--- config.mk ---
export PLATFORM = sky130hd
export DESIGN_NAME = instr_abort_syndrome
export DESIGN_NICKNAME = d
export VERILOG_FILES = /design/src/hdl/abort_syn_pkg.sv /design/src/hdl/instr_abort_syndrome.sv
export SDC_FILE = /design/constraint.sdc
export NUM_CORES = 1
export LEC_CHECK = 0
export ABC_CLOCK_PERIOD_IN_PS = 1700
export BUFFER_PORTS_ARGS = -buffer_cell sky130_fd_sc_hd__clkbuf_2
export CORE_AREA = 2 2 67 69
export DETAILED_ROUTE_END_ITERATION = 6
export DIE_AREA = 0 0 69 71
export PLACE_DENSITY = 0.77
export SYNTH_ARGS = -nofsm -noshare
export SYNTH_HDL_FRONTEND = slang
export SYNTH_SLANG_ARGS = --single-unit
--- constraint.sdc ---
create_clock -name clock -period 1.7 [get_ports clock]
set_input_delay 0.34 -clock clock [delete_from_list [all_inputs] [get_ports clock]]
set_output_delay 0.34 -clock clock [all_outputs]
set_load 0.01 [all_outputs]
--- src/hdl/abort_syn_pkg.sv ---
// Purpose: Shared constants and types for the fetch abort syndrome encoder.
// Assumes: Avalon-MM word addressing, one 32-bit word per register.
// Notes: Fault codes are six bits; levels use a three-bit code with -1 as 3'h7.
package abort_syn_pkg;
	localparam int ADDR_W = 2;
	localparam logic [1:0] REG_SYN = 2'h0;
	localparam logic [1:0] REG_STAT = 2'h1;
	localparam logic [1:0] REG_MASK = 2'h2;
	localparam logic [1:0] REG_CTRL = 2'h3;
	localparam int EV_W = 2;
	localparam int EV_REC = 0;
	localparam int EV_BAD = 1;
	localparam int CTRL_EN = 0;
	localparam logic [EV_W-1:0] MASK_RST = 2'h0;
	localparam logic CTRL_EN_RST = 1'h1;
	localparam int SYN_W = 9;
	localparam logic [2:0] LVL_M1 = 3'h7;
	localparam logic [2:0] LVL_MAX = 3'h3;
	localparam logic [5:0] FFC_ASF_L0 = 6'h00;
	localparam logic [5:0] FFC_TF_L0 = 6'h04;
	localparam logic [5:0] FFC_AFF_L0 = 6'h08;
	localparam logic [5:0] FFC_PF_L0 = 6'h0c;
	localparam logic [5:0] FFC_EXT = 6'h10;
	localparam logic [5:0] FFC_EXTW_M1 = 6'h13;
	localparam logic [5:0] FFC_EXTW_L0 = 6'h14;
	localparam logic [5:0] FFC_PAR = 6'h18;
	localparam logic [5:0] FFC_PARW_M1 = 6'h1b;
	localparam logic [5:0] FFC_PARW_L0 = 6'h1c;
	localparam logic [5:0] FFC_GPFW_M1 = 6'h23;
	localparam logic [5:0] FFC_GPFW_L0 = 6'h24;
	localparam logic [5:0] FFC_GPF = 6'h28;
	localparam logic [5:0] FFC_ASF_M1 = 6'h29;
	localparam logic [5:0] FFC_TF_M1 = 6'h2b;
	localparam logic [5:0] FFC_TLB = 6'h30;
	localparam logic [5:0] FFC_ATOM = 6'h31;

	typedef enum logic [3:0] {
		FK_ADDR = 4'h0,
		FK_TRANS = 4'h1,
		FK_AFLAG = 4'h2,
		FK_PERM = 4'h3,
		FK_EXT = 4'h4,
		FK_EXT_WALK = 4'h5,
		FK_PAR = 4'h6,
		FK_PAR_WALK = 4'h7,
		FK_GPF_WALK = 4'h8,
		FK_GPF = 4'h9,
		FK_TLB = 4'ha,
		FK_ATOM = 4'hb
	} fault_kind_t;

	typedef struct packed {
		logic valid;
		fault_kind_t kind;
		logic [2:0] level;
		logic stage2;
		logic s1_walk;
	} fault_t;

	typedef struct packed {
		logic rsv8;
		logic stage1_walk_flag;
		logic rsv6;
		logic [5:0] fetch_fault_code;
	} syndrome_t;
endpackage : abort_syn_pkg

--- src/hdl/instr_abort_syndrome.sv ---
// Purpose: Encode fetch abort reports into the low syndrome bits, with a register view.
// Assumes: Fault reports come from logic on the same clock, one cycle per report.
// Notes: A report that cannot be encoded in this configuration is dropped and flagged.
`timescale 1ns/1ps
`default_nettype none

module instr_abort_syndrome
	import abort_syn_pkg::*;
#(
	parameter bit LARGE_ADDR_FEATURE = 1'b1,
	parameter bit RELIABILITY_FEATURE = 1'b0,
	parameter bit REALM_FEATURE = 1'b1,
	parameter bit HW_ACCESS_DIRTY_FEATURE = 1'b1
)
(
	input wire logic clock,
	input wire logic sys_rst,
	input wire fault_t fault_in,
	input wire logic [ADDR_W-1:0] address,
	input wire logic read,
	input wire logic write,
	input wire logic [31:0] writedata,
	output logic [31:0] readdata,
	output logic waitrequest,
	output syndrome_t syndrome,
	output logic abort_taken,
	output logic irq
);

	typedef struct packed {
		syndrome_t syn;
		logic [EV_W-1:0] stat;
		logic [EV_W-1:0] mask;
		logic en;
		logic ack;
		logic [31:0] rdata;
		logic taken;
	} state_t;

	state_t q;
	state_t d;
	logic [6:0] enc;
	logic req;

	// Returns {encodable, code}; the partner supplies the stage 2 level on walks.
	function automatic logic [6:0] encode(input fault_t f);
		logic ok;
		logic [5:0] c;
		logic std;
		logic m1;
		ok = 1'b0;
		c = FFC_TLB;
		std = (f.level <= LVL_MAX);
		m1 = (f.level == LVL_M1);
		case (f.kind)
			FK_ADDR:
			begin
				ok = std | (m1 & LARGE_ADDR_FEATURE);
				c = m1 ? FFC_ASF_M1 : {FFC_ASF_L0[5:2], f.level[1:0]};
			end
			FK_TRANS:
			begin
				ok = std | (m1 & LARGE_ADDR_FEATURE);
				c = m1 ? FFC_TF_M1 : {FFC_TF_L0[5:2], f.level[1:0]};
			end
			FK_AFLAG:
			begin
				ok = std & ((f.level != 3'h0) | LARGE_ADDR_FEATURE);
				c = {FFC_AFF_L0[5:2], f.level[1:0]};
			end
			FK_PERM:
			begin
				ok = std & ((f.level != 3'h0) | LARGE_ADDR_FEATURE);
				c = {FFC_PF_L0[5:2], f.level[1:0]};
			end
			FK_EXT:
			begin
				ok = 1'b1;
				c = FFC_EXT;
			end
			FK_EXT_WALK:
			begin
				ok = std | (m1 & LARGE_ADDR_FEATURE);
				c = m1 ? FFC_EXTW_M1 : {FFC_EXTW_L0[5:2], f.level[1:0]};
			end
			FK_PAR:
			begin
				ok = !RELIABILITY_FEATURE;
				c = FFC_PAR;
			end
			FK_PAR_WALK:
			begin
				ok = !RELIABILITY_FEATURE & (std | (m1 & LARGE_ADDR_FEATURE));
				c = m1 ? FFC_PARW_M1 : {FFC_PARW_L0[5:2], f.level[1:0]};
			end
			FK_GPF_WALK:
			begin
				ok = REALM_FEATURE & (std | (m1 & LARGE_ADDR_FEATURE));
				c = m1 ? FFC_GPFW_M1 : {FFC_GPFW_L0[5:2], f.level[1:0]};
			end
			FK_GPF:
			begin
				ok = REALM_FEATURE;
				c = FFC_GPF;
			end
			FK_TLB:
			begin
				ok = 1'b1;
				c = FFC_TLB;
			end
			FK_ATOM:
			begin
				ok = HW_ACCESS_DIRTY_FEATURE;
				c = FFC_ATOM;
			end
			default:
			begin
				ok = 1'b0;
				c = FFC_TLB;
			end
		endcase
		return {ok, c};
	endfunction : encode

	// True when a code belongs to the defined set of this configuration.
	function automatic logic code_defined(input logic [5:0] c);
		logic r;
		r = 1'b0;
		if (c[5:3] == 3'h0)
		begin
			r = 1'b1;
		end
		else if (c[5:2] == FFC_AFF_L0[5:2] || c[5:2] == FFC_PF_L0[5:2])
		begin
			r = (c[1:0] != 2'h0) | LARGE_ADDR_FEATURE;
		end
		else if (c == FFC_EXT || c == FFC_TLB || c[5:2] == FFC_EXTW_L0[5:2])
		begin
			r = 1'b1;
		end
		else if (c == FFC_EXTW_M1 || c == FFC_ASF_M1 || c == FFC_TF_M1)
		begin
			r = LARGE_ADDR_FEATURE;
		end
		else if (c == FFC_PAR || c[5:2] == FFC_PARW_L0[5:2])
		begin
			r = !RELIABILITY_FEATURE;
		end
		else if (c == FFC_PARW_M1)
		begin
			r = !RELIABILITY_FEATURE & LARGE_ADDR_FEATURE;
		end
		else if (c == FFC_GPF || c[5:2] == FFC_GPFW_L0[5:2])
		begin
			r = REALM_FEATURE;
		end
		else if (c == FFC_GPFW_M1)
		begin
			r = REALM_FEATURE & LARGE_ADDR_FEATURE;
		end
		else if (c == FFC_ATOM)
		begin
			r = HW_ACCESS_DIRTY_FEATURE;
		end
		else
		begin
			r = 1'b0;
		end
		return r;
	endfunction : code_defined

	// Read multiplexer; unmapped words read as zero.
	function automatic logic [31:0] reg_read(input logic [ADDR_W-1:0] a, input state_t s);
		logic [31:0] v;
		v = 32'h0;
		if (a == REG_SYN)
		begin
			v[SYN_W-1:0] = s.syn;
		end
		else if (a == REG_STAT)
		begin
			v[EV_W-1:0] = s.stat;
		end
		else if (a == REG_MASK)
		begin
			v[EV_W-1:0] = s.mask;
		end
		else if (a == REG_CTRL)
		begin
			v[CTRL_EN] = s.en;
		end
		return v;
	endfunction : reg_read

	assign enc = encode(fault_in);
	assign req = (read | write) & ~q.ack;

	always_comb
	begin
		d = q;
		d.ack = 1'b0;
		d.taken = 1'b0;
		// Every request waits exactly one cycle so read data can come from a flop.
		if (req)
		begin
			d.ack = 1'b1;
			d.rdata = reg_read(address, q);
		end
		if (q.ack & write)
		begin
			if (address == REG_MASK)
			begin
				d.mask = writedata[EV_W-1:0];
			end
			else if (address == REG_CTRL)
			begin
				d.en = writedata[CTRL_EN];
			end
		end
		// Only bits the reader actually saw are cleared, so a late event survives.
		if (q.ack & read & (address == REG_STAT))
		begin
			d.stat = q.stat & ~q.rdata[EV_W-1:0];
		end
		if (fault_in.valid & q.en)
		begin
			if (enc[6])
			begin
				d.syn.rsv8 = 1'b0;
				d.syn.rsv6 = 1'b0;
				d.syn.stage1_walk_flag = fault_in.stage2 & fault_in.s1_walk;
				d.syn.fetch_fault_code = enc[5:0];
				d.stat[EV_REC] = 1'b1;
				d.taken = 1'b1;
			end
			else
			begin
				d.stat[EV_BAD] = 1'b1;
			end
		end
	end

	always_ff @(posedge clock)
	begin
		if (sys_rst)
		begin
			// Zeroed for a clean view, though software may not rely on it.
			q.syn <= '0;
			q.stat <= '0;
			q.mask <= MASK_RST;
			q.en <= CTRL_EN_RST;
			q.ack <= 1'b0;
			q.rdata <= 32'h0;
			q.taken <= 1'b0;
		end
		else
		begin
			q <= d;
		end
	end

	assign readdata = q.rdata;
	assign waitrequest = req;
	assign syndrome = q.syn;
	assign abort_taken = q.taken;
	assign irq = |(q.stat & q.mask);
endmodule : instr_abort_syndrome
`default_nettype wire

### After elaboration in Yosys (flattened, before gate mapping)

Cells that the tools add are included.

* order comparisons: 1
* equal/unequal tests: 15
* mux-type cells: 19
* bitwise operators: 14
* reduce and logical (&&, ||, !) cells: 10

Operators by type and width (count)
* case mux 6 bit (11 select lines): 1
* two-way mux 33 bit: 1
* two-way mux 6 bit: 3
* == test 4 x 3 -> 1 bit (second input constant): 4
* == test 4 bit (second input constant): 4
* OR reduction 5 bit: 2
* two-way mux 3 bit: 3
* == test 4 x 2 -> 1 bit (second input constant): 2
* two-way mux 2 bit: 4
* bitwise AND 1 bit: 6
* two-way mux 1 bit: 6
* OR reduction 2 bit: 3
* bitwise AND 2 bit: 2
* == test 2 bit (second input constant): 2
* == test 4 x 1 -> 1 bit (second input constant): 1
* logical NOT 4 bit: 1
* AND reduction 2 bit: 2
* == test 3 bit (second input constant): 1
* <= comparator 3 x 2 -> 1 bit (second input constant): 1
* inverter 1 bit: 3
* case mux 1 bit (3 select lines): 1
* AND reduction 3 bit: 1
* == test 2 x 1 -> 1 bit (second input constant): 1
* logical NOT 2 bit: 1
* 2 further kinds: 3

* register bits after elaboration: 23
* output and inout port bits: 44
* logic and storage cells: 67

### Logic depth before layout (Yosys ltp)

Gate-level depths: netlist (run 1).

* depth in word-level cells: 6
* mapped depth: 6

### Least setup slack after synthesis (run 1)

Ideal clock, no wire load.

* kind: in2reg
* from: input fault_in[5] (netlist name)
* to: register q (netlist bit syndrome[0])
* library setup time: 0.121 ns
* arrival time: 1.647 ns
* data required time: 1.579 ns
* slack: -0.068 ns
* stages: 6
* buffers on the path: 2
* cell sequence: buf_6 > mux2_4 > or3_4 > a21o_1 > buf_6 > mux2_4

* cells in the longest elaborated chain, start to end: 4

RTL lines
* start, declared: line instr_abort_syndrome.sv:18 `input wire fault_t fault_in,`
* == test 4 bit, or another cell as far along: line instr_abort_syndrome.sv:55 `case (f.kind)`
* OR reduction 5 bit (no line) / OR reduction 2 bit (equally long branches)
* case mux 1 bit (3 select lines): line instr_abort_syndrome.sv:55
* AND reduction 2 bit (no line)
* end, declared: line instr_abort_syndrome.sv:40 `state_t q;`

Several ways; a longest one is shown, not always the timed one.
A chain may end at the register's enable or synchronous reset.

### Worst setup path in the final report (run 1)

Same ends and word-level chain as after synthesis.

==> results of run 1 <==
per-layer routing:
layer | global-route usage (%) | up-vias
li1 | - | 577
met1 | 13.7 | 507
met2 | 17.8 | 52
met3 | 2.42 | 4
met4 | 4.36 | 0
met5 | 0 | -
logic make-up after synthesis:
group           after synthesis
compound gates               28
buf+inv                      51
simple gates                 56
mux                          11
flops                        21
other cells                   1
cell type report:
| cell class | instances | area [um^2] | share of cell area [%] |
|---|---|---|---|
| Tap cell | 52 | 65.1 | 4.17 |
| Clock buffer | 3 | 41.3 | 2.64 |
| Multi-Input combinational cell | 122 | 717 | 45.9 |
| Clock inverter | 1 | 5.00 | 0.321 |
| Inverter | 4 | 15.0 | 0.962 |
| Sequential cell | 21 | 420 | 26.9 |
| Timing Repair Buffer | 51 | 298 | 19.1 |
final timing paths:
kind                      from          end  cells after the start
hold reg to reg    readdata[7]  readdata[7]                      2
setup / recovery   fault_in[5]  syndrome[0]                      6
hold / removal    writedata[1]        q[36]                      3
setup reg to reg         q[33]  readdata[4]                      5
registers in the layout, indices dropped and copies added (netlist names):
name         count
readdata         7
q                6
syndrome         7
abort_taken      1
cell usage in the layout (no fill, tap or decap), types with 2 or more instances in the layout:
cell type | synthesis | layout
a21oi_1 | 14 | 14
a31oi_1 | 2 | 2
buf_4 | 41 | 17
clkbuf_2 | 0 | 34
clkbuf_8 | 0 | 3
conb_1 | 1 | 27
dfxtp_1 | 21 | 21
inv_1 | 3 | 3
mux2_4 | 4 | 4
mux2i_1 | 6 | 6
nand2_1 | 17 | 17
nand3_1 | 9 | 9
nand4_1 | 2 | 2
nand4b_1 | 2 | 2
nor2_1 | 10 | 10
nor2b_1 | 5 | 5
o21ai_0 | 3 | 3
where the power goes:
group          leakage [uW]  switching, uW  internal, uW
clock network     0.0000255            154           163
logic              0.000565            134           107
registers          0.000171           18.3           514
total              0.000762            306           784
worst min-delay path, stage by stage:
cell and delay, ns:
clkbuf_2 0.07, mux2i_1 0.05, nor2_1 0.08
metrics by stage:
step | utilization (%) | setup TNS, ns | hold slack, ns | worst slack (ns)
final | 37.1 | 0 | 0.322 | 0.163
after CTS | 37.1 | 0 | 0.324 | 0.158
after global placement | 36.0 | -0.327 | 0.444 | -0.0901
after floorplan | - | -0.194 | 0.432 | -0.0647
after detailed placement | 36.0 | -0.539 | 0.447 | -0.116
after global routing | 37.1 | 0 | 0.359 | 0.0708
==> flow_metrics.tcl, run 1 <==
set metrics [dict create \
    hold_class "in -> reg" \
    ioPinCount 92 \
    ys.flop_type "dfxtp_1" \
    period_share_pct 90.4 \
    num_rows 24 \
    yosys.area_share.adder_pct 0 \
    wl_um 2740 \
    skew_ns 0.00220 \
    ys_seq_area_share_pct 30.0 \
    synthSimpleGateAreaFrac_pct 21.0 \
    routabilityCongestion 0.879 \
    first_pass_iters 4 \
    hold_violations 0 \
    grt_pass1_vias 1016 \
    antenna_cells 0 \
    drt_iter0_drc 34 \
    grt_use_total_pct 10.8 \
    cp_max_fo 6 \
    hpwl_um 2260 \
    nNetsFinal 251 \
    status "finished clean" \
    fin_cells 254 \
    dp.cells 250 \
    clock-root-buffer "clkbuf_8" \
    grt_max_degree 15 \
    syn_area_per_cell_um2 8.34 \
    via_per_inst 4.49 \
    dieArea_um2 4900 \
    route.met2.wl_um 1290 \
    cap_violations 0 \
    ant_nets 0 \
    synth_top_family_by_area "buffers and inverters" \
    rsz0062_at_grt "false" \
    path_class "in -> reg" \
    clk_pin_slew_ns 0.08 \
    drc 0 \
    ys_types 41 \
    p_per_area_nw_per_um2 698 \
    synth_common_cells "41 x buf_4, 21 x dfxtp_1, 17 x nand2_1" \
    finalPower_uw 1090 \
    crit_path_top_delay_cell "a21o_1" \
    dpl_cell_area_um2 1520 \
    max_freq_ghz 0.651 \
    numPortBuffers 34 \
    ir_worst_vdd_mv 0.345 \
    crit_path_end_kind "flip-flop" \
    wl_per_cell_um 10.8 \
    post_cts_buffers 0 \
    die_w_um 69 \
    synth_area_um2 1400 \
    syn-instance-count 168 \
    initial_core_util_pct 33.3 \
    slowest_delay_ns 0.33 \
    reg2reg_slack_ns 0.46 \
    grt_overflow 0 \
    cp_data_arrival_time_ns 1.68 \
    required_ns 1.85 \
    final.min_clock_period_ns 1.54 \
    clockBufferDepth 2 \
    synth_async_sr_flop_share_pct 0 \
    antenna_found_initial 0 \
    fill_cells 454 \
    slew_viol_final 0 \
    htreeDepth 1 \
    finalInstanceArea_um2 1560 \
    wl_met3_um 194 \
    synth_edf_count 0 \
    synthToLayoutAreaGrowth_pct 11.4 \
    cp_top_family "compound AO/OA/AOI/OAI gates" \
    cts_hold_buf 0 \
    setup_viol 0 \
    synthMuxAreaShare_pct 10.2 \
    clk_latency_ns 0.25 \
    core-area_um2 4200 \
    grt_pass1_wl_um 4370 \
    die_h_um 71 \
    yosysWarnings 0 \
    final_layout_size_suffix_gt1_share_pct 31.7 \
    routedLengthMet1_um 1240 \
    numCtsBuffers 3 \
    tritoncts "done" \
    ys_ff_latch 21 \
    cts_resized 0 \
    top_layer_used "met4" \
    synth_compound_area_share_pct 12.8 \
    synth_top_area_cell "dfxtp_1" \
    yosysMostFrequentCell "buf_4" \
    num_vias 1140 \
    synth_xor_area_share_pct 0 \
    cts.sinks 21 \
    crit_chain "clkbuf_2 -> buf_4 -> and3b_2 -> a311oi_2 -> a21o_1 -> mux2_4" \
    cellLeakagePower_uw 0.000762 \
    critPathBufInv 2 \
    synth_top_area_share_pct 30.0 \
    startpoint_type "input pin" \
    synthTopCellsByArea "dfxtp_1 30%, buf_4 22%, a21oi_1 5.0%" \
]
(Power assumes the default switching activity.)
==> run 2: changes to the inputs <==
Settings changed: CORE_AREA 2 2 67 69 to 2 2 48 95, DIE_AREA 0 0 69 71 to 0 0 50 97.
==> run 2 against run 1 <==
Core utilization up 0.69 points. Total power down 0.63%. Fmax about the same. Worst hold slack worse by 0.0013 ns. Worst setup slack about the same. Non-clock buffer count down 2. Clock skew down 0.00099 ns. Design area down 0.96%. Critical path type unchanged. Critical endpoint unchanged. Largest cell class unchanged.
==> flow_metrics.tcl, run 2 (synthesized netlist as in run 1, its figures left out) <==
set metrics [dict create \
    cellLeakagePower_uw 0.000752 \
    rsz0062_at_grt "false" \
    p_per_area_nw_per_um2 701 \
    cp_data_arrival_time_ns 1.68 \
    period_share_pct 90.4 \
    ir_worst_vdd_mv 0.289 \
    num_rows 33 \
    num_vias 1136 \
    nNetsFinal 249 \
    cp_max_fo 8 \
    reg2reg_slack_ns 0.47 \
    die_w_um 50 \
    drt_iter0_drc 11 \
    drc 0 \
    antenna_found_initial 0 \
    cts_resized 0 \
    path_class "in -> reg" \
    clock-root-buffer "clkbuf_8" \
    required_ns 1.85 \
    r2r-start "q[33]" \
    grt_use_total_pct 12.0 \
    skew_ns 0.00121 \
    die_h_um 97 \
    cap_violations 0 \
    min_from "writedata[0]" \
    initial_core_util_pct 34.3 \
    numPortBuffers 34 \
    hpwl_um 2300 \
    holdPathStages 3 \
    dieArea_um2 4850 \
    startpoint_type "input pin" \
    grt_pass1_vias 1112 \
    setup_viol 0 \
    finalPower_uw 1080 \
    first_pass_iters 4 \
    antenna_cells 0 \
    clk_latency_ns 0.25 \
    hold_violations 0 \
    htreeDepth 1 \
    grt_max_degree 17 \
    final.min_clock_period_ns 1.54 \
    finalInstanceArea_um2 1550 \
    core-area_um2 4090 \
    hold_class "in -> reg" \
    mostFrequentLayoutCell "clkbuf_2" \
    wl_um 2720 \
    crit-reg2reg-capture "readdata[2]" \
    dpl_cell_area_um2 1500 \
    grt_overflow 0 \
    numCtsBuffers 3 \
    routabilityCongestion 0.860 \
    grt_pass1_wl_um 4730 \
    status "finished clean" \
    fill_cells 451 \
    clockBufferDepth 2 \
    via_per_inst 4.51 \
    cts.sinks 21 \
    wl_per_cell_um 10.8 \
    synthToLayoutAreaGrowth_pct 10.4 \
    final_layout_size_suffix_gt1_share_pct 31.0 \
    crit_path_end_kind "flip-flop" \
    slew_viol_final 0 \
    layout_common_cells "34 x clkbuf_2, 27 x conb_1, 21 x dfxtp_1, 17 x nand2_1, 15 x buf_4" \
    post_cts_buffers 0 \
    cts_hold_buf 0 \
    hold_end "q[34]" \
    clk_pin_slew_ns 0.07 \
    ant_nets 0 \
    ioPinCount 92 \
    max_freq_ghz 0.651 \
    r2r_cells 5 \
    tritoncts "done" \
]
==> run 2: worst max-delay path by stage <==
stage          slack [ns]  cells past startpoint         from          end
5_1_grt              0.03                      7  fault_in[8]  syndrome[5]
6_report             0.16                      5  fault_in[7]  syndrome[0]
3_5_place_dp        -0.11                      5  fault_in[7]  syndrome[0]
3_3_place_gp        -0.11                      5  fault_in[7]  syndrome[0]
4_1_cts              0.16                      5  fault_in[7]  syndrome[0]
2_1_floorplan       -0.06                      6  fault_in[5]  syndrome[0]
==> run 2: worst max-delay path, stage by stage <==
cell and delay (ns):
clkbuf_2 0.14, mux2_4 0.28, or3_4 0.34, a21o_1 0.26, mux2_4 0.32
==> run 2: stage by stage <==
step / TNS (ns) / worst slack, ns / hold slack, ns / cells / utilization [%]
after floorplan: -0.194 / -0.0647 / 0.432 / 194 / -
after global placement: -0.427 / -0.105 / 0.442 / 248 / 36.7
after detailed placement: -0.492 / -0.112 / 0.444 / 248 / 36.7
after CTS: 0 / 0.157 / 0.324 / 252 / 37.8
after global routing: 0 / 0.0322 / 0.340 / 252 / 37.8
final: 0 / 0.164 / 0.320 / 252 / 37.8
==> run 2: power breakdown <==
group	switching (uW)	total, uW	internal (uW)
registers	17.2	531	514
clock network	153	316	163
logic	133	236	104
total	303	1080	780
==> run 2: area by class of cell <==
| type | count | area (um^2) | share of cell area [%] |
|---|---|---|---|
| Clock inverter | 1 | 5.00 | 0.324 |
| Sequential cell | 21 | 420 | 27.2 |
| Clock buffer | 3 | 41.3 | 2.67 |
| Tap cell | 52 | 65.1 | 4.21 |
| Timing Repair Buffer | 49 | 283 | 18.3 |
| Inverter | 4 | 15.0 | 0.971 |
| Multi-Input combinational cell | 122 | 717 | 46.4 |
==> run 2: routing by layer <==
| layer | vias up | routed length, um | global-route usage, % |
|---|---|---|---|
| li1 | 569 | - | - |
| met1 | 512 | 963 | 11.7 |
| met2 | 51 | 1510 | 22.3 |
| met3 | 4 | 188 | 2.31 |
| met4 | 0 | 58 | 6.62 |
| met5 | - | 0 | 0 |
==> run 3: changes to the inputs <==
Settings changed: CAP_MARGIN from default to 20, CORE_AREA 2 2 48 95 to 2 2 46 91, DIE_AREA 0 0 50 97 to 0 0 48 93, PLACE_DENSITY 0.77 to 0.83, TNS_END_PERCENT from default to 100.
==> run 3 against run 2 <==
Core utilization rose by 2.2 points. Global-route usage rose by 2.3 points. Register-to-register slack worse by 0.04 ns.
==> flow_metrics.tcl, run 3 (synthesized netlist as in run 1, its figures left out) <==
set metrics [dict create \
    switching_share_pct 27.9 \
    grt_max_degree 13 \
    switching_power_uw 302 \
    seqPwrFrac_pct 49.1 \
    grt_pass1_vias 1115 \
    r2r-start "q[33]" \
    skew_ns 0.00491 \
    dpl_cell_area_um2 1480 \
    cts_hold_buf 0 \
    numCtsBuffers 3 \
    cp_max_fo 9 \
    crit_path_top_delay_cell "or2_2" \
    path_class "reg -> out" \
    slowest_delay_ns 0.39 \
    status "finished clean" \
    startpoint_type "flip-flop" \
    grt_use_total_pct 14.3 \
    cp.depth 3 \
    pwr-share-clk_pct 29.4 \
    post_cts_buffers 0 \
    num_rows 32 \
    antenna_cells 0 \
    layout_common_cells "34 x clkbuf_2, 27 x conb_1, 21 x dfxtp_1, 17 x nand2_1, 14 x a21oi_1" \
    cts.sinks 21 \
    reg2reg_slack_ns 0.43 \
    num_vias 1153 \
    clk_latency_ns 0.26 \
    drc 0 \
    hold_class "in -> reg" \
    period_share_pct 90.5 \
    holdWs_ns 0.316 \
    ir_worst_vdd_mv 0.330 \
    max_freq_ghz 0.650 \
    antenna_found_initial 0 \
    hpwl_um 2350 \
    routabilityCongestion 0.896 \
    required_ns 1.36 \
    die_w_um 48 \
    slew_viol_final 0 \
    critPathBufInv 2 \
    crit-reg2reg-capture "readdata[2]" \
    final_layout_size_suffix_gt1_share_pct 29.4 \
    dieArea_um2 4460 \
    cts_resized 0 \
    rsz0062_at_grt "false" \
    drt_iter0_drc 15 \
    startpoint "q[33]" \
    wl_um 2780 \
    p_int_uw 781 \
    nNetsFinal 246 \
    cellLeakagePower_uw 0.000735 \
    core-area_um2 3800 \
    cp_data_arrival_time_ns 1.20 \
    ant_nets 0 \
    ioPinCount 92 \
    grt_pass1_wl_um 4710 \
    clock-root-buffer "clkbuf_8" \
    clockBufferDepth 2 \
    comb_power_share_pct 21.6 \
    fin_tns_setup_ns 0 \
    hold_violations 0 \
    tritoncts "done" \
    p_per_area_nw_per_um2 711 \
    final.min_clock_period_ns 1.54 \
    clk_pin_slew_ns 0.07 \
    fin_util_pct 40.0 \
    wl_per_cell_um 11.2 \
    die_h_um 93 \
    finalInstanceArea_um2 1520 \
    crit_path_end_kind "output port" \
    cap_violations 0 \
    htreeDepth 1 \
    r2r_cells 5 \
    via_per_inst 4.65 \
    initial_core_util_pct 36.8 \
    grt_overflow 0 \
    mostFrequentLayoutCell "clkbuf_2" \
    first_pass_iters 4 \
    numPortBuffers 34 \
    setup.worst_path.end "waitrequest" \
    synthToLayoutAreaGrowth_pct 8.57 \
    setup_viol 0 \
    cp_top_family "simple AND/OR/NAND/NOR gates" \
    crit_chain "or2_2 -> clkinv_1 -> clkbuf_2" \
]
[run 3: cell count changes in the layout (fill, tap and decap cells not counted), sizes merged]
cell / previous run / this run
buf: 15 / 12
clkinv: 2 / 1
clkbuf: 37 / 38
[run 3: worst reg2reg max path, delay by kind of cell (launching register included)]
kind | cells | cell delay [ns]
AOI/OAI and AO/OA | 1 | 0.16
buffers and inverters | 2 | 0.23
DFF | 1 | 0.34
and+or+nand+nor | 2 | 0.47
[run 3: power by group through the flow]
stage	Sequential, uW	Clock, uW	Combinational, uW
floorplan	537	0	212
global placement	541	0	228
detailed placement	542	0	233
CTS	531	328	233
global route	534	340	264
finish	531	318	233
[run 3: worst min path at each step]
stage	from	end	depth (start not counted)
finish	writedata[0]	q[34]	3
global route	writedata[0]	q[34]	3
CTS	writedata[0]	q[34]	3
detailed placement	readdata[7]	readdata[7]	2
global placement	readdata[4]	readdata[4]	2
floorplan	readdata[2]	readdata[2]	2
[run 3: through the flow]
stage / cells / worst slack, ns / total power, uW
after detailed placement: 244 / -0.103 / 775
after floorplan: 194 / -0.0647 / 749
final: 248 / 0.162 / 1080
after global placement: 244 / -0.0932 / 770
after CTS: 248 / 0.149 / 1090
after global routing: 248 / 0.0573 / 1140
[run 3: final cells by class]
cell class                 instances  area (um^2)
clock buffer                       4         45.0
inverter                           4         15.0
tap                               51         63.8
multi-input combinational        122          717
fill                             400         2280
sequential                        21          420
timing repair buffer              46          260
[run 3: layer usage]
metal / part of all wire [%] / global-route usage, % / vias to the layer above
met3: 7.0 / 1.35 / 6
li1: - / - / 568
met4: 3.1 / 10.1 / 0
met5: 0 / 0 / -
met2: 58 / 24.6 / 52
met1: 32 / 14.6 / 527
